### config.mk
export PLATFORM = sky130hd
export DESIGN_NAME = ras_top
export DESIGN_NICKNAME = d
export VERILOG_FILES = /design/src/shared/ras_pkg.sv /design/src/hdl/ras_store.sv /design/src/hdl/ras_top.sv
export SDC_FILE = /design/constraint.sdc
export NUM_CORES = 1
export LEC_CHECK = 0
export BUFFER_PORTS_ARGS = -buffer_cell sky130_fd_sc_hd__buf_2
export CAP_MARGIN = 5
export CORE_ASPECT_RATIO = 1.25
export CORE_MARGIN = 5
export CORE_UTILIZATION = 52
export DETAILED_ROUTE_END_ITERATION = 12
export PLACE_DENSITY_LB_ADDON = 0.08
export SYNTH_ARGS = -nofsm -noshare
export SYNTH_HDL_FRONTEND = slang
export SYNTH_SLANG_ARGS = --single-unit
### constraint.sdc
create_clock -name clk -period 2.45 [get_ports clk]
set_input_delay 0.49 -clock clk [delete_from_list [all_inputs] [get_ports clk]]
set_output_delay 0.49 -clock clk [all_outputs]
set_load 0.02 [all_outputs]
### src/shared/ras_pkg.sv
// constants and register map of the return address stack
package ras_pkg;
   localparam int DEPTH = 16;
   localparam int WIDTH = 15;
   localparam int PTR_W = 5;
   localparam int LOW_W = 8;
   localparam int HIGH_W = 7;
   localparam logic [4:0] PTR_EMPTY = 5'h1f;
   localparam logic [4:0] PTR_LAST = 5'h0f;
   localparam logic [4:0] PTR_FIRST = 5'h00;
   localparam logic [4:0] PTR_RESET = 5'h1f;
   // byte offsets of the word registers
   localparam logic [7:0] OFF_POINTER = 8'h00;
   localparam logic [7:0] OFF_TOP_LOW = 8'h04;
   localparam logic [7:0] OFF_TOP_HIGH = 8'h08;
   localparam logic [7:0] OFF_CTRL = 8'h0c;
   localparam logic [7:0] OFF_STATUS = 8'h10;
   localparam logic [7:0] OFF_MASK = 8'h14;
   // field positions
   localparam int CTRL_FAULT_RST_EN = 0;
   localparam int STAT_OVF = 0;
   localparam int STAT_UNF = 1;
   localparam int STAT_W = 2;
   // values after reset
   localparam logic CTRL_RESET = 1'b0;
   localparam logic [1:0] STAT_RESET = 2'h0;
   localparam logic [1:0] MASK_RESET = 2'h0;
endpackage

### src/hdl/ras_store.sv
// entry array of the return address stack, one write port, one read port
`timescale 1ns/1ns
`default_nettype none
module ras_store #(
   parameter int DEPTH = ras_pkg::DEPTH,
   parameter int WIDTH = ras_pkg::WIDTH,
   parameter int AW = $clog2(DEPTH)
) (
   input wire logic clk,
   input wire logic we,
   input wire logic [AW-1:0] waddr,
   input wire logic [WIDTH-1:0] wmask,
   input wire logic [WIDTH-1:0] wdata,
   input wire logic [AW-1:0] raddr,
   output logic [WIDTH-1:0] rdata
);
   logic [WIDTH-1:0] mem_q [DEPTH];

   // no reset: contents after reset are undefined, as in the core
   for (genvar i = 0; i < DEPTH; i++) begin : g_entry
      always_ff @(posedge clk) begin
         if (we && waddr == AW'(i)) begin
            mem_q[i] <= (mem_q[i] & ~wmask) | (wdata & wmask);
         end
      end
   end

   assign rdata = mem_q[raddr];
endmodule // ras_store
`default_nettype wire

### src/hdl/ras_top.sv
// return address stack with core push/pop port and ahb-lite registers
`timescale 1ns/1ns
`default_nettype none
module ras_top (
   input wire logic clk,
   input wire logic reset,
   // core sequencer side
   input wire logic core_push,
   input wire logic [14:0] core_push_pc,
   input wire logic core_pop,
   output logic [14:0] core_pop_pc,
   output logic fault_reset,
   output logic irq,
   // ahb-lite slave
   input wire logic hsel,
   input wire logic [31:0] haddr,
   input wire logic [1:0] htrans,
   input wire logic hwrite,
   input wire logic [2:0] hsize,
   input wire logic [31:0] hwdata,
   input wire logic hready,
   output logic hreadyout,
   output logic hresp,
   output logic [31:0] hrdata
);
   ////////////////////////////////////////////////////////////////////////////
   // state

   logic [4:0] stack_pointer_q;
   logic [4:0] stack_pointer_d;
   logic fault_rst_en_q;
   logic [1:0] stat_q;
   logic [1:0] stat_d;
   logic [1:0] mask_q;
   logic fault_reset_q;
   logic wr_q;
   logic [7:0] waddr_q;
   logic [31:0] hrdata_q;
   logic [14:0] top_entry;

   logic push;
   logic pop;
   logic ovf;
   logic unf;
   logic fault;
   logic [4:0] push_ptr;
   logic [4:0] pop_ptr;
   logic acc;
   logic wr_ptr;
   logic wr_low;
   logic wr_high;
   logic mem_we;
   logic [3:0] mem_waddr;
   logic [14:0] mem_wmask;
   logic [14:0] mem_wdata;
   logic [31:0] rd_mux;

   ////////////////////////////////////////////////////////////////////////////
   // core push and pop

   // a simultaneous push and pop is not issued by the core; push wins
   assign push = core_push;
   assign pop = core_pop && !core_push;
   assign ovf = push && stack_pointer_q == ras_pkg::PTR_LAST;
   assign unf = pop && stack_pointer_q == ras_pkg::PTR_EMPTY;
   assign fault = (ovf || unf) && fault_rst_en_q;

   // last entry wraps to the first, empty wraps to the last
   assign push_ptr = (stack_pointer_q == ras_pkg::PTR_LAST) ? ras_pkg::PTR_FIRST
                     : stack_pointer_q + 5'h01;
   assign pop_ptr = (stack_pointer_q == ras_pkg::PTR_EMPTY) ? ras_pkg::PTR_LAST
                    : stack_pointer_q - 5'h01;

   // return address is read at the current pointer before it moves
   assign core_pop_pc = top_entry;

   ////////////////////////////////////////////////////////////////////////////
   // ahb-lite slave, zero wait states

   assign acc = hsel && htrans[1] && hready;
   assign hreadyout = 1'b1;
   assign hresp = 1'b0;
   assign hrdata = hrdata_q;
   assign wr_ptr = wr_q && waddr_q == ras_pkg::OFF_POINTER;
   assign wr_low = wr_q && waddr_q == ras_pkg::OFF_TOP_LOW;
   assign wr_high = wr_q && waddr_q == ras_pkg::OFF_TOP_HIGH;

   always_ff @(posedge clk) begin
      if (reset) begin
         wr_q <= 1'b0;
         waddr_q <= 8'h00;
      end else begin
         wr_q <= acc && hwrite;
         waddr_q <= haddr[7:0];
      end
   end

   always_comb begin
      rd_mux = 32'h0000_0000;
      unique case (haddr[7:0])
         ras_pkg::OFF_POINTER: rd_mux[4:0] = stack_pointer_q;
         ras_pkg::OFF_TOP_LOW: rd_mux[7:0] = top_entry[7:0];
         ras_pkg::OFF_TOP_HIGH: rd_mux[6:0] = top_entry[14:8];
         ras_pkg::OFF_CTRL: rd_mux[ras_pkg::CTRL_FAULT_RST_EN] = fault_rst_en_q;
         ras_pkg::OFF_STATUS: rd_mux[1:0] = stat_q;
         ras_pkg::OFF_MASK: rd_mux[1:0] = mask_q;
         default: rd_mux = 32'h0000_0000;
      endcase
   end

   // read data is sampled in the address phase; the master never overlaps
   always_ff @(posedge clk) begin
      if (reset) begin
         hrdata_q <= 32'h0000_0000;
      end else if (acc && !hwrite) begin
         hrdata_q <= rd_mux;
      end
   end

   ////////////////////////////////////////////////////////////////////////////
   // stack pointer

   always_comb begin
      stack_pointer_d = stack_pointer_q;
      if (fault) begin
         stack_pointer_d = ras_pkg::PTR_RESET;
      end else if (push) begin
         stack_pointer_d = push_ptr;
      end else if (pop) begin
         stack_pointer_d = pop_ptr;
      end else if (wr_ptr) begin
         // core moves take priority; a colliding software write is lost
         stack_pointer_d = hwdata[4:0];
      end
   end

   always_ff @(posedge clk) begin
      if (reset) begin
         stack_pointer_q <= ras_pkg::PTR_RESET;
      end else begin
         stack_pointer_q <= stack_pointer_d;
      end
   end

   ////////////////////////////////////////////////////////////////////////////
   // entry array

   // a push stores the pushed pc alone; the upper pc holding register has no path here
   always_comb begin
      mem_we = 1'b0;
      mem_waddr = stack_pointer_q[3:0];
      mem_wmask = 15'h0000;
      mem_wdata = 15'h0000;
      if (push && !fault) begin
         mem_we = 1'b1;
         mem_waddr = push_ptr[3:0];
         mem_wmask = 15'h7fff;
         mem_wdata = core_push_pc;
      end else if (!push && !pop && (wr_low || wr_high)) begin
         mem_we = 1'b1;
         mem_wmask = wr_low ? 15'h00ff : 15'h7f00;
         mem_wdata = {hwdata[6:0], hwdata[7:0]};
      end
   end

   ras_store #(
      .DEPTH(ras_pkg::DEPTH),
      .WIDTH(ras_pkg::WIDTH)
   ) u_store (
      .clk(clk),
      .we(mem_we),
      .waddr(mem_waddr),
      .wmask(mem_wmask),
      .wdata(mem_wdata),
      .raddr(stack_pointer_q[3:0]),
      .rdata(top_entry)
   );

   ////////////////////////////////////////////////////////////////////////////
   // control, flags, interrupt

   always_ff @(posedge clk) begin
      if (reset) begin
         fault_rst_en_q <= ras_pkg::CTRL_RESET;
         mask_q <= ras_pkg::MASK_RESET;
      end else begin
         if (wr_q && waddr_q == ras_pkg::OFF_CTRL) begin
            fault_rst_en_q <= hwdata[ras_pkg::CTRL_FAULT_RST_EN];
         end
         if (wr_q && waddr_q == ras_pkg::OFF_MASK) begin
            mask_q <= hwdata[1:0];
         end
      end
   end

   // write one clears; a fault in the same cycle still sets
   always_comb begin
      stat_d = stat_q;
      if (wr_q && waddr_q == ras_pkg::OFF_STATUS) begin
         stat_d = stat_q & ~hwdata[1:0];
      end
      stat_d[ras_pkg::STAT_OVF] = stat_d[ras_pkg::STAT_OVF] | ovf;
      stat_d[ras_pkg::STAT_UNF] = stat_d[ras_pkg::STAT_UNF] | unf;
   end

   // flags survive the fault reset so software can find the cause
   always_ff @(posedge clk) begin
      if (reset) begin
         stat_q <= ras_pkg::STAT_RESET;
         fault_reset_q <= 1'b0;
      end else begin
         stat_q <= stat_d;
         fault_reset_q <= fault;
      end
   end

   assign fault_reset = fault_reset_q;
   assign irq = |(stat_q & mask_q);

   ////////////////////////////////////////////////////////////////////////////
   // assertions

   AST_PUSH_INC: assert property (@(posedge clk) disable iff (reset)
      core_push && stack_pointer_q < ras_pkg::PTR_LAST
      |=> stack_pointer_q == $past(stack_pointer_q) + 5'h01)
      else $error("push did not advance the pointer by one");

   AST_POP_DEC: assert property (@(posedge clk) disable iff (reset)
      core_pop && !core_push && stack_pointer_q <= ras_pkg::PTR_LAST
      && stack_pointer_q != ras_pkg::PTR_FIRST
      |=> stack_pointer_q == $past(stack_pointer_q) - 5'h01)
      else $error("pop did not lower the pointer by one");

   AST_PUSH_STORE: assert property (@(posedge clk) disable iff (reset)
      core_push && !fault |=> top_entry == $past(core_push_pc))
      else $error("pushed pc not at the new top");

   // helper: the last pushed pc is still on top until a pop or a software write
   logic pushed_last_q;
   logic [14:0] last_push_pc_q;
   always_ff @(posedge clk) begin
      if (reset) begin
         pushed_last_q <= 1'b0;
         last_push_pc_q <= 15'h0000;
      end else begin
         pushed_last_q <= push ? !fault : (pushed_last_q && !pop && !wr_q);
         if (push) begin
            last_push_pc_q <= core_push_pc;
         end
      end
   end

   AST_PUSH_POP: assert property (@(posedge clk) disable iff (reset)
      pop && pushed_last_q |-> core_pop_pc == last_push_pc_q)
      else $error("pop did not return the last pushed pc");

   AST_OVF_FLAG: assert property (@(posedge clk) disable iff (reset)
      core_push && stack_pointer_q == ras_pkg::PTR_LAST
      |=> stat_q[ras_pkg::STAT_OVF] ##1 stat_q[ras_pkg::STAT_OVF]
          || $past(wr_q))
      else $error("overflow flag not set");

   AST_UNF_FLAG: assert property (@(posedge clk) disable iff (reset)
      core_pop && !core_push && stack_pointer_q == ras_pkg::PTR_EMPTY
      |=> stat_q[ras_pkg::STAT_UNF])
      else $error("underflow flag not set");

   AST_WRAP: assert property (@(posedge clk) disable iff (reset)
      core_push && stack_pointer_q == ras_pkg::PTR_LAST && !fault_rst_en_q
      |=> stack_pointer_q == ras_pkg::PTR_FIRST && !fault_reset)
      else $error("seventeenth push did not wrap to the first entry");

   AST_FAULT_RST: assert property (@(posedge clk) disable iff (reset)
      (ovf || unf) && fault_rst_en_q
      |=> fault_reset && stack_pointer_q == ras_pkg::PTR_EMPTY
          && (stat_q[ras_pkg::STAT_OVF] || stat_q[ras_pkg::STAT_UNF]))
      else $error("enabled fault gave no reset pulse");

   AST_PTR_RANGE: assert property (@(posedge clk) disable iff (reset)
      (push || pop) && !fault
      && (stack_pointer_q <= ras_pkg::PTR_LAST || stack_pointer_q == ras_pkg::PTR_EMPTY)
      |=> stack_pointer_q <= ras_pkg::PTR_LAST || stack_pointer_q == ras_pkg::PTR_EMPTY)
      else $error("pointer outside the entry range");

   AST_SW_LOW: assert property (@(posedge clk) disable iff (reset)
      wr_low && !core_push && !core_pop
      |=> top_entry[7:0] == $past(hwdata[7:0]) || $past(stack_pointer_q) != stack_pointer_q)
      else $error("software write to the low top byte lost");
endmodule // ras_top
`default_nettype wire

==> impl_results.html, run 1 <==
<table>
<tr><th>Metric</th><th>Value</th></tr>
<tr><th colspan="2">Run status</th></tr>
<tr><td>Status</td><td>complete, but fails checks</td></tr>
<tr><td>Failing checks</td><td>setup timing</td></tr>
<tr><th colspan="2">CTS</th></tr>
<tr><td>Deepest level of the CTS H-tree</td><td>1</td></tr>
<tr><td>TritonCTS clock tree</td><td>done</td></tr>
<tr><td>TritonCTS buffer count</td><td>26</td></tr>
<tr><td>Buffer cell driving the clock tree root</td><td>clkbuf_16</td></tr>
<tr><td>Clock slew seen by the registers of the worst setup and hold paths</td><td>60 ps</td></tr>
<tr><td>Number of sinks on the clock net</td><td>272</td></tr>
<tr><td>Hold_buf cts</td><td>0</td></tr>
<tr><td>Bufs on Longest Clock Path</td><td>3</td></tr>
<tr><td>Clock Latency Late Sink</td><td>530 ps</td></tr>
<tr><th colspan="2">Global routing</th></tr>
<tr><td>Via count of the first global-routing pass</td><td>7042</td></tr>
<tr><td>Global router's overall resource usage</td><td>23.2%</td></tr>
<tr><td>Largest net degree at the start of global routing</td><td>32</td></tr>
<tr><td>Final global-route overflow total</td><td>0</td></tr>
<tr><td>First-pass GRT wire length</td><td>43200 µm</td></tr>
<tr><td>Number of antenna violations at the first check in global routing</td><td>0</td></tr>
<tr><th colspan="2">Setup path</th></tr>
<tr><td>Worst-path maximum fanout</td><td>7</td></tr>
<tr><td>Crit-path cells</td><td>buf_12 &gt; mux4_2 &gt; mux2_4 &gt; a22o_4 &gt; buf_6</td></tr>
<tr><td>FF-to-FF path depth</td><td>6</td></tr>
<tr><td>Count of cell instances traversed by the critical path</td><td>5</td></tr>
<tr><td>Startpoint of the most critical register-to-register path</td><td>waddr_q[1]</td></tr>
<tr><td>Worst-path cell with the longest stage delay</td><td>mux4_2</td></tr>
<tr><td>Worst EP required</td><td>1960 ps</td></tr>
<tr><td>Crit path arrival time</td><td>2350 ps</td></tr>
<tr><td>Element type at the critical path start</td><td>register</td></tr>
<tr><td>Highest cell delay on the worst timing path</td><td>510 ps</td></tr>
<tr><td>Crit Path Class</td><td>register to output pin</td></tr>
<tr><td>R2r setup slk</td><td>60 ps</td></tr>
<tr><td>Cell type group with the largest total delay on the critical path</td><td>multiplexers</td></tr>
<tr><td>CP endpoint kind</td><td>output pin</td></tr>
<tr><td>Crit path buffers/inverters</td><td>2</td></tr>
<tr><th colspan="2">Logic synthesis</th></tr>
<tr><td>Most common cell in the netlist</td><td>edfxtp_1</td></tr>
<tr><td>Synthesized area per cell</td><td>16.1 µm²</td></tr>
<tr><td>Library cell occupying the most area in the post-synthesis netlist</td><td>edfxtp_1</td></tr>
<tr><td>Unique cell type count in the Yosys netlist</td><td>62</td></tr>
<tr><td>Fraction of post-synthesis cell area in the top cell type by area</td><td>62.8%</td></tr>
<tr><td>Share of flip-flops with an asynchronous set or reset</td><td>0%</td></tr>
<tr><td>Yosys warns</td><td>0</td></tr>
<tr><td>Instance count of the mapped netlist</td><td>713</td></tr>
<tr><td>Cell area after synthesis</td><td>0.0115 mm²</td></tr>
<tr><td>Fraction of the yosys area taken by sequential cells</td><td>68.4%</td></tr>
<tr><td>EDFF count, synth</td><td>240</td></tr>
<tr><td>Register bit count reported by yosys</td><td>272</td></tr>
<tr><td>Most area-consuming cells after synthesis</td><td>edfxtp_1 (63%), mux4_2 (11%), dfxtp_1 (5.6%)</td></tr>
<tr><td>Synth cell count leaders</td><td>edfxtp_1 (240), nor2_1 (59), mux4_2 (55)</td></tr>
<tr><td>Post-synth top flop</td><td>edfxtp_1</td></tr>
<tr><th colspan="2">Routing</th></tr>
<tr><td>Via count</td><td>6910</td></tr>
<tr><td>DRT antenna net count</td><td>0</td></tr>
<tr><td>Drt total wl</td><td>29300 µm</td></tr>
<tr><td>DR pass1 iterations</td><td>7</td></tr>
<tr><td>Post-detailed-route DRC marker count</td><td>0</td></tr>
<tr><td>Iteration-0 DRC Markers</td><td>728</td></tr>
<tr><td>Drt via density</td><td>5.81</td></tr>
<tr><td>Average wire length per cell after detail routing</td><td>24.7 µm</td></tr>
<tr><th colspan="2">Timing</th></tr>
<tr><td>Max Clock Skew</td><td>6.31 ps</td></tr>
<tr><td>Max_slew headroom</td><td>61.6%</td></tr>
<tr><td>Fraction of the cycle the final worst path needs</td><td>116%</td></tr>
<tr><td>Clock period minus final worst setup slack</td><td>2840 ps</td></tr>
<tr><td>RSZ-0062 raised after global routing</td><td>true</td></tr>
<tr><td>Final Worst Setup Slack</td><td>-392 ps</td></tr>
<tr><td>Fmax</td><td>352 MHz</td></tr>
<tr><td>Count of final hold-check violations</td><td>0</td></tr>
<tr><td>Total setup violations reported at the end of the flow</td><td>15</td></tr>
<tr><td>Actual transition at the worst max-transition pin</td><td>576 ps</td></tr>
<tr><td>Max-slew violation total from the final report</td><td>0</td></tr>
<tr><th colspan="2">Placement</th></tr>
<tr><td>Count of placed standard cells including taps</td><td>1109</td></tr>
<tr><td>Port buffer count</td><td>63</td></tr>
<tr><td>GPL Wtd Cong</td><td>0.849</td></tr>
<tr><td>Half-perimeter wire length after placement</td><td>19900 µm</td></tr>
<tr><th colspan="2">Final layout</th></tr>
<tr><td>Final std cells w/o fill</td><td>1189</td></tr>
<tr><td>Inserted Diodes</td><td>0</td></tr>
<tr><td>Sequential cell area</td><td>0.00786 mm²</td></tr>
<tr><td>P&amp;R area growth vs syn</td><td>24.0%</td></tr>
<tr><td>Multi-input gate area in the final layout</td><td>0.00351 mm²</td></tr>
<tr><td>Number of nets in the finished design</td><td>983</td></tr>
<tr><td>Final-layout fill cell count</td><td>1528</td></tr>
<tr><td>Fraction of final layout cells with drive strength greater than 1</td><td>36.3%</td></tr>
<tr><th colspan="2">Floorplanning</th></tr>
<tr><td>Row cnt</td><td>60</td></tr>
<tr><td>Area of the die</td><td>0.0252 mm²</td></tr>
<tr><td>DIE WIDTH</td><td>143 µm</td></tr>
<tr><td>Core Footprint</td><td>0.0216 mm²</td></tr>
<tr><td>Height of the die</td><td>176 µm</td></tr>
<tr><td>Boundary pin count</td><td>142</td></tr>
<tr><td>Initial standard-cell utilization of the core</td><td>53.1%</td></tr>
<tr><th colspan="2">Pwr</th></tr>
<tr><td>Worst-case vdd ir drop</td><td>0.000694 V</td></tr>
<tr><td>Power per cell area</td><td>794 mW/mm²</td></tr>
<tr><td>Static Leak</td><td>5.18 nW</td></tr>
<tr><td>Pwr Total</td><td>11.3 mW</td></tr>
<tr><th colspan="2">Worst hold path</th></tr>
<tr><td>Min-Delay Startpoint</td><td>haddr[6]</td></tr>
<tr><td>Endpoint, Worst Hold</td><td>waddr_q[6]</td></tr>
<tr><td>Hold Crit Depth</td><td>2</td></tr>
<tr><td>Worst min-delay path category</td><td>input pin to register</td></tr>
<tr><th colspan="2">Run</th></tr>
<tr><td>Max cap viols</td><td>0</td></tr>
</table>
through the flow:
stage | setup slack (ps) | util [%] | area [µm²] | hold WS [ps] | setup TNS (ps)
after detailed placement | 37.4 | 59.0 | 12800 | 472 | 0
final | -392 | 65.8 | 14200 | 208 | -4910
after global routing | -441 | 65.8 | 14200 | 228 | -5820
after floorplan | 64.1 | - | 11600 | 467 | 0
after global placement | 27.8 | 59.0 | 12800 | 445 | 0
after CTS | -429 | 64.2 | 13900 | 196 | -5200
placed cells by master, fill, tap and decap left out, drive strengths merged, types with 4 or more instances in the layout:
cell | netlist | final
nor2 | 59 | 59
a221oi | 4 | 4
and3 | 4 | 4
a22o | 9 | 9
a21oi | 13 | 13
buf | 47 | 184
mux4 | 57 | 57
and2 | 5 | 5
a22oi | 18 | 18
nand3 | 22 | 22
nor4 | 4 | 4
mux2i | 24 | 24
clkbuf | 14 | 38
inv | 9 | 8
a211oi | 5 | 5
edfxtp | 240 | 240
clkinv | 1 | 8
o21ai | 17 | 17
nand2 | 48 | 48
mux2 | 4 | 4
conb | 2 | 26
nor2b | 17 | 17
nor3 | 7 | 7
dfxtp | 32 | 32
worst max-delay path by stage:
stage / end / slack (ps)
CTS: core_pop_pc[2] / -430
floorplan: register / 60
global route: core_pop_pc[7] / -440
detailed placement: register / 40
finish: core_pop_pc[2] / -390
global placement: register / 30
routing by layer:
layer | up-vias | part of all wire [%] | track usage [%]
li1 | 3124 | - | -
met1 | 3482 | 39 | 30.8
met2 | 255 | 52 | 40.1
met3 | 49 | 5.4 | 2.71
met4 | 0 | 3.1 | 7.21
met5 | - | 0 | 0
worst register-to-register path: stages, from the launching register on:
cell	delay (ps)
dfxtp_1	290
or4b_1	600
nor4_4	280
a41o_2	340
nand3_2	180
nor2_2	200
buf_6	190
report_power, final:
part           total [mW]  internal, mW  switching [mW]
Clock                3.87          2.21            1.66
Combinational        2.09         0.967            1.12
Sequential           5.33          5.24          0.0871
Total                11.3          8.42            2.87
area by class of cell:
| type | instances | area share, % |
|---|---|---|
| Inverter | 10 | 0.308 |
| Timing Repair Buffer | 186 | 11.6 |
| Clock buffer | 37 | 4.93 |
| Multi-Input combinational cell | 394 | 24.7 |
| Sequential cell | 272 | 55.2 |
| Tap cell | 279 | 2.45 |
| Clock inverter | 11 | 0.836 |
logic make-up (layout without fill, tap and decap cells):
logic type	after synthesis	in the layout	share of synthesized area, %
flops	272	272	68.4
simple gates	185	185	7.80
compound gates	94	94	5.90
mux	85	85	13.7
buf+inv	71	244	3.75
fa+ha+maj	2	2	0.218
other cells	2	26	0.0654
xor+xnor	2	2	0.153
timing repair:
item,CTS,global route
pin swaps,9,12
hold endpoints to repair,0,0
buffers inserted,12,17
setup endpoints to repair,20,454
gates cloned,2,1
resized for setup,45,43
No activity file was read; power rests on OpenSTA's default activity.
==> inputs of run 2 (changes only) <==
--- a/config.mk
+++ b/config.mk
@@ -5,13 +5,15 @@
 export SDC_FILE = /design/constraint.sdc
 export NUM_CORES = 1
 export LEC_CHECK = 0
+export ABC_AREA = 1
 export BUFFER_PORTS_ARGS = -buffer_cell sky130_fd_sc_hd__buf_2
 export CAP_MARGIN = 5
 export CORE_ASPECT_RATIO = 1.25
 export CORE_MARGIN = 5
-export CORE_UTILIZATION = 52
+export CORE_UTILIZATION = 53
 export DETAILED_ROUTE_END_ITERATION = 12
 export PLACE_DENSITY_LB_ADDON = 0.08
+export RECOVER_POWER = 50
 export SYNTH_ARGS = -nofsm -noshare
 export SYNTH_HDL_FRONTEND = slang
 export SYNTH_SLANG_ARGS = --single-unit
==> run 2 against run 1 <==
Compared with the run above: the run still ends with setup timing left; maximum frequency rose by 11%; clock skew rose by 3.6 ps; total power rose by 1.1%; die area rose by 3.8%; routed wire length rose by 10%; sequential cell count did not move; core utilization rose by 0.71 points; largest cell class unchanged; largest power group unchanged.
==> impl_results.html, run 2 <==
<table>
<tr><th>Metric</th><th>Value</th></tr>
<tr><th colspan="2">CTS</th></tr>
<tr><td>TritonCTS buffer count</td><td>26 (unchanged)</td></tr>
<tr><td>Deepest level of the CTS H-tree</td><td>1 (unchanged)</td></tr>
<tr><td>Clock slew seen by the registers of the worst setup and hold paths</td><td>60 ps (about the same)</td></tr>
<tr><td>Buffer cell driving the clock tree root</td><td>clkbuf_16</td></tr>
<tr><td>TritonCTS clock tree</td><td>done</td></tr>
<tr><td>Bufs on Longest Clock Path</td><td>3 (unchanged)</td></tr>
<tr><td>Hold_buf cts</td><td>0 (unchanged)</td></tr>
<tr><td>Clock Latency Late Sink</td><td>530 ps (about the same)</td></tr>
<tr><td>Number of sinks on the clock net</td><td>272 (unchanged)</td></tr>
<tr><th colspan="2">Final layout</th></tr>
<tr><td>Post-route design area</td><td>0.0152 mm² (+6.6%)</td></tr>
<tr><td>Fraction of final layout cells with drive strength greater than 1</td><td>23.6% (-13 points)</td></tr>
<tr><td>Final std cells w/o fill</td><td>1673 (+41%)</td></tr>
<tr><td>Post-layout utilization of the core</td><td>66.5% (+0.71 points)</td></tr>
<tr><td>Leading cell type in the layout, fill and taps excluded</td><td>nand2_1</td></tr>
<tr><td>Inserted Diodes</td><td>0 (unchanged)</td></tr>
<tr><td>P&amp;R area growth vs syn</td><td>24.6%</td></tr>
<tr><td>Number of nets in the finished design</td><td>1459 (+48%)</td></tr>
<tr><td>Commonest cells after routing, fill and taps aside</td><td>nand2_1 (308), edfxtp_1 (240), inv_1 (118), nand3_1 (105), buf_4 (86)</td></tr>
<tr><th colspan="2">Timing</th></tr>
<tr><td>Clock period minus final worst setup slack</td><td>2560 ps (-283 ps)</td></tr>
<tr><td>Max_slew headroom</td><td>42.1% (-19 points)</td></tr>
<tr><td>Actual transition at the worst max-transition pin</td><td>868 ps (+292 ps)</td></tr>
<tr><td>Final Worst Setup Slack</td><td>-110 ps (+283 ps)</td></tr>
<tr><td>Total Neg Setup Slack</td><td>-912 ps (+4000 ps)</td></tr>
<tr><td>Max-slew violation total from the final report</td><td>0 (unchanged)</td></tr>
<tr><td>Max Clock Skew</td><td>9.93 ps (+3.63 ps)</td></tr>
<tr><td>Total setup violations reported at the end of the flow</td><td>14 (-1)</td></tr>
<tr><td>RSZ-0062 raised after global routing</td><td>true</td></tr>
<tr><td>Fmax</td><td>391 MHz (+11%)</td></tr>
<tr><td>Fraction of the cycle the final worst path needs</td><td>104% (-12 points)</td></tr>
<tr><td>Count of final hold-check violations</td><td>0 (unchanged)</td></tr>
<tr><th colspan="2">Floorplanning</th></tr>
<tr><td>Core Footprint</td><td>0.0228 mm² (+5.5%)</td></tr>
<tr><td>Height of the die</td><td>179 µm (+1.9%)</td></tr>
<tr><td>DIE WIDTH</td><td>146 µm (+1.9%)</td></tr>
<tr><td>Row cnt</td><td>62 (+3.3%)</td></tr>
<tr><td>Area of the die</td><td>0.0261 mm² (+3.8%)</td></tr>
<tr><td>Initial standard-cell utilization of the core</td><td>53.4% (+0.30 points)</td></tr>
<tr><td>Boundary pin count</td><td>142 (unchanged)</td></tr>
<tr><th colspan="2">Pwr</th></tr>
<tr><td>Sequential Power Share</td><td>45.4% (-1.8 points)</td></tr>
<tr><td>Worst-case vdd ir drop</td><td>0.000593 V (-15%)</td></tr>
<tr><td>Part of the power in combinational logic</td><td>20.9% (+2.4 points)</td></tr>
<tr><td>Switching portion of total power</td><td>27.6% (+2.1 points)</td></tr>
<tr><td>Clock network fraction of design power</td><td>33.7% (-0.6 points)</td></tr>
<tr><td>Static Leak</td><td>6.27 nW (+21%)</td></tr>
<tr><td>Net Sw Power</td><td>3.15 mW (+9.5%)</td></tr>
<tr><td>Internal power contribution</td><td>8.27 mW (-1.7%)</td></tr>
<tr><td>Power per cell area</td><td>753 mW/mm² (-5.2%)</td></tr>
<tr><th colspan="2">Placement</th></tr>
<tr><td>Count of placed standard cells including taps</td><td>1585 (+43%)</td></tr>
<tr><td>Placed Area</td><td>0.0133 mm² (+4.1%)</td></tr>
<tr><td>Half-perimeter wire length after placement</td><td>19400 µm (-2.1%)</td></tr>
<tr><td>GPL Wtd Cong</td><td>0.914 (+7.6%)</td></tr>
<tr><td>Port buffer count</td><td>63 (unchanged)</td></tr>
<tr><th colspan="2">Logic synthesis</th></tr>
<tr><td>Fraction of the yosys area taken by sequential cells</td><td>64.5% (-3.9 points)</td></tr>
<tr><td>Post-synth top flop</td><td>edfxtp_1</td></tr>
<tr><td>Share of flip-flops with an asynchronous set or reset</td><td>0% (unchanged)</td></tr>
<tr><td>Register bit count reported by yosys</td><td>272 (unchanged)</td></tr>
<tr><td>Fraction of post-synthesis cell area in the top cell type by area</td><td>59.2% (-3.6 points)</td></tr>
<tr><td>Yosys warns</td><td>0 (unchanged)</td></tr>
<tr><td>Synth cell count leaders</td><td>nand2_1 (330), edfxtp_1 (240), nand3_1 (133)</td></tr>
<tr><td>Cell area after synthesis</td><td>0.0122 mm² (+6.1%)</td></tr>
<tr><td>Library cell occupying the most area in the post-synthesis netlist</td><td>edfxtp_1</td></tr>
<tr><td>Most common cell in the netlist</td><td>nand2_1</td></tr>
<tr><td>EDFF count, synth</td><td>240 (unchanged)</td></tr>
<tr><td>Most area-consuming cells after synthesis</td><td>edfxtp_1 (59%), nand2_1 (10%), nand3_1 (5.5%)</td></tr>
<tr><td>Instance count of the mapped netlist</td><td>1210 (+70%)</td></tr>
<tr><td>Synthesized area per cell</td><td>10.1 µm² (-37%)</td></tr>
<tr><td>Unique cell type count in the Yosys netlist</td><td>48 (-23%)</td></tr>
<tr><th colspan="2">Setup path</th></tr>
<tr><td>Cell type group with the largest total delay on the critical path</td><td>buffers and inverters</td></tr>
<tr><td>Element type at the critical path start</td><td>register</td></tr>
<tr><td>CP endpoint kind</td><td>output pin</td></tr>
<tr><td>Crit Path Class</td><td>register to output pin</td></tr>
<tr><td>Worst EP required</td><td>1960 ps (about the same)</td></tr>
<tr><td>Worst-path maximum fanout</td><td>21 (+14)</td></tr>
<tr><td>Crit path arrival time</td><td>2070 ps (-280 ps)</td></tr>
<tr><td>Highest cell delay on the worst timing path</td><td>390 ps (-120 ps)</td></tr>
<tr><td>Worst-path cell with the longest stage delay</td><td>dfxtp_4</td></tr>
<tr><td>Crit path buffers/inverters</td><td>3 (+1)</td></tr>
<tr><td>Crit-path cells</td><td>buf_4 &gt; buf_16 &gt; o21ai_0 &gt; o211ai_1 &gt; nand3_1 &gt; nand2_2 &gt; buf_6</td></tr>
<tr><th colspan="2">Routing</th></tr>
<tr><td>Average wire length per cell after detail routing</td><td>19.3 µm (-22%)</td></tr>
<tr><td>Via count</td><td>9156 (+33%)</td></tr>
<tr><td>Post-detailed-route DRC marker count</td><td>0 (unchanged)</td></tr>
<tr><td>Iteration-0 DRC Markers</td><td>733 (+0.69%)</td></tr>
<tr><td>Drt via density</td><td>5.47 (-5.8%)</td></tr>
<tr><td>DR pass1 iterations</td><td>5 (-2)</td></tr>
<tr><td>DRT antenna net count</td><td>0 (unchanged)</td></tr>
<tr><td>Drt total wl</td><td>32300 µm (+10%)</td></tr>
<tr><th colspan="2">Global routing</th></tr>
<tr><td>Via count of the first global-routing pass</td><td>8810 (+25%)</td></tr>
<tr><td>Final global-route overflow total</td><td>0 (unchanged)</td></tr>
<tr><td>Global router's overall resource usage</td><td>23.2% (+0.069 points)</td></tr>
<tr><td>Largest net degree at the start of global routing</td><td>46 (+44%)</td></tr>
<tr><td>First-pass GRT wire length</td><td>48200 µm (+12%)</td></tr>
<tr><td>Number of antenna violations at the first check in global routing</td><td>0 (unchanged)</td></tr>
<tr><th colspan="2">Run status</th></tr>
<tr><td>Failing checks</td><td>setup timing</td></tr>
<tr><td>Status</td><td>complete, but fails checks</td></tr>
<tr><th colspan="2">Worst hold path</th></tr>
<tr><td>Worst min-delay path category</td><td>input pin to register</td></tr>
<tr><th colspan="2">Run</th></tr>
<tr><td>Max cap viols</td><td>0 (unchanged)</td></tr>
</table>
run 2: changes by cell type in the layout (fill, tap and decap cells not counted), moves of 17 or more:
cell	delta
buf_2	-17
inv_1	+111
mux2i_1	-19
mux4_2	-57
nand2_1	+262
nand2_2	+18
nand3_1	+86
nand3_2	+27
nor2_1	+31
nor3_2	+22
o211ai_1	+18
o21ai_0	+31
run 2: logic make-up (layout without fill, tap and decap cells):
family	Yosys count	after routing	synth area share, %
DFF	272	272	64.5
other	2	26	0.0617
buffers and inverters	207	358	7.58
and+or+nand+nor	613	613	21.7
adders and majority gates	2	2	0.206
AOI/OAI and AO/OA	114	114	5.95
run 2: cell type report:
cell class,count,area [µm²]
Timing Repair Buffer,184,1710
Clock buffer,31,691
Inverter,127,498
Clock inverter,16,125
Fill cell,1776,7640
Tap cell,288,360
Multi-Input combinational cell,755,3920
Sequential cell,272,7860
run 2: power groups by stage:
stage	combinational (mW)	clock [mW]	sequential, mW
6_report	2.38	3.85	5.19
5_1_grt	2.53	4.11	5.19
4_1_cts	2.16	3.89	5.19
3_5_place_dp	1.74	0	5.28
3_3_place_gp	1.72	0	5.28
2_1_floorplan	1.08	0	5.27
run 2: repair_timing:
action                     CTS  global route
gates cloned                 8             5
pin swaps                   24            38
setup endpoints to repair   15           167
gates resized for setup     87            69
setup buffers               20            10
run 2: per-layer routing:
layer  GRT usage [%]  up-vias  share of wire (%)  wire length [µm]
met5               0        -                  0                 0
met3            2.29       54                5.7              1860
li1                -     4342                  -                 -
met4            6.83        0                2.6               851
met1            30.7     4427                 41             13200
met2            40.9      333                 51             16400
run 2: tightest hold or removal path, delay by kind of cell:
family / cells / cell delay (ps)
buffers and inverters: 2 / 110
AND/OR/NAND/NOR: 1 / 60
run 2: metrics by stage:
step	total power [mW]	hold WS [ps]	worst slack, ps
CTS	11.2	161	-102
finish	11.4	171	-110
floorplan	6.35	459	-109
global placement	6.99	452	9.69
detailed placement	7.02	450	7.36
global route	11.8	188	-233
run 2: worst paths after layout:
check,from,slack (ps),endpoint,cells past startpoint
setup / recovery,register,-110,core_pop_pc[14],7
hold / removal,haddr[1],170,waddr_q[1],3
setup reg to reg,stack_pointer_q[0],30,register,12
hold reg to reg,hrdata[1],460,hrdata[1],2
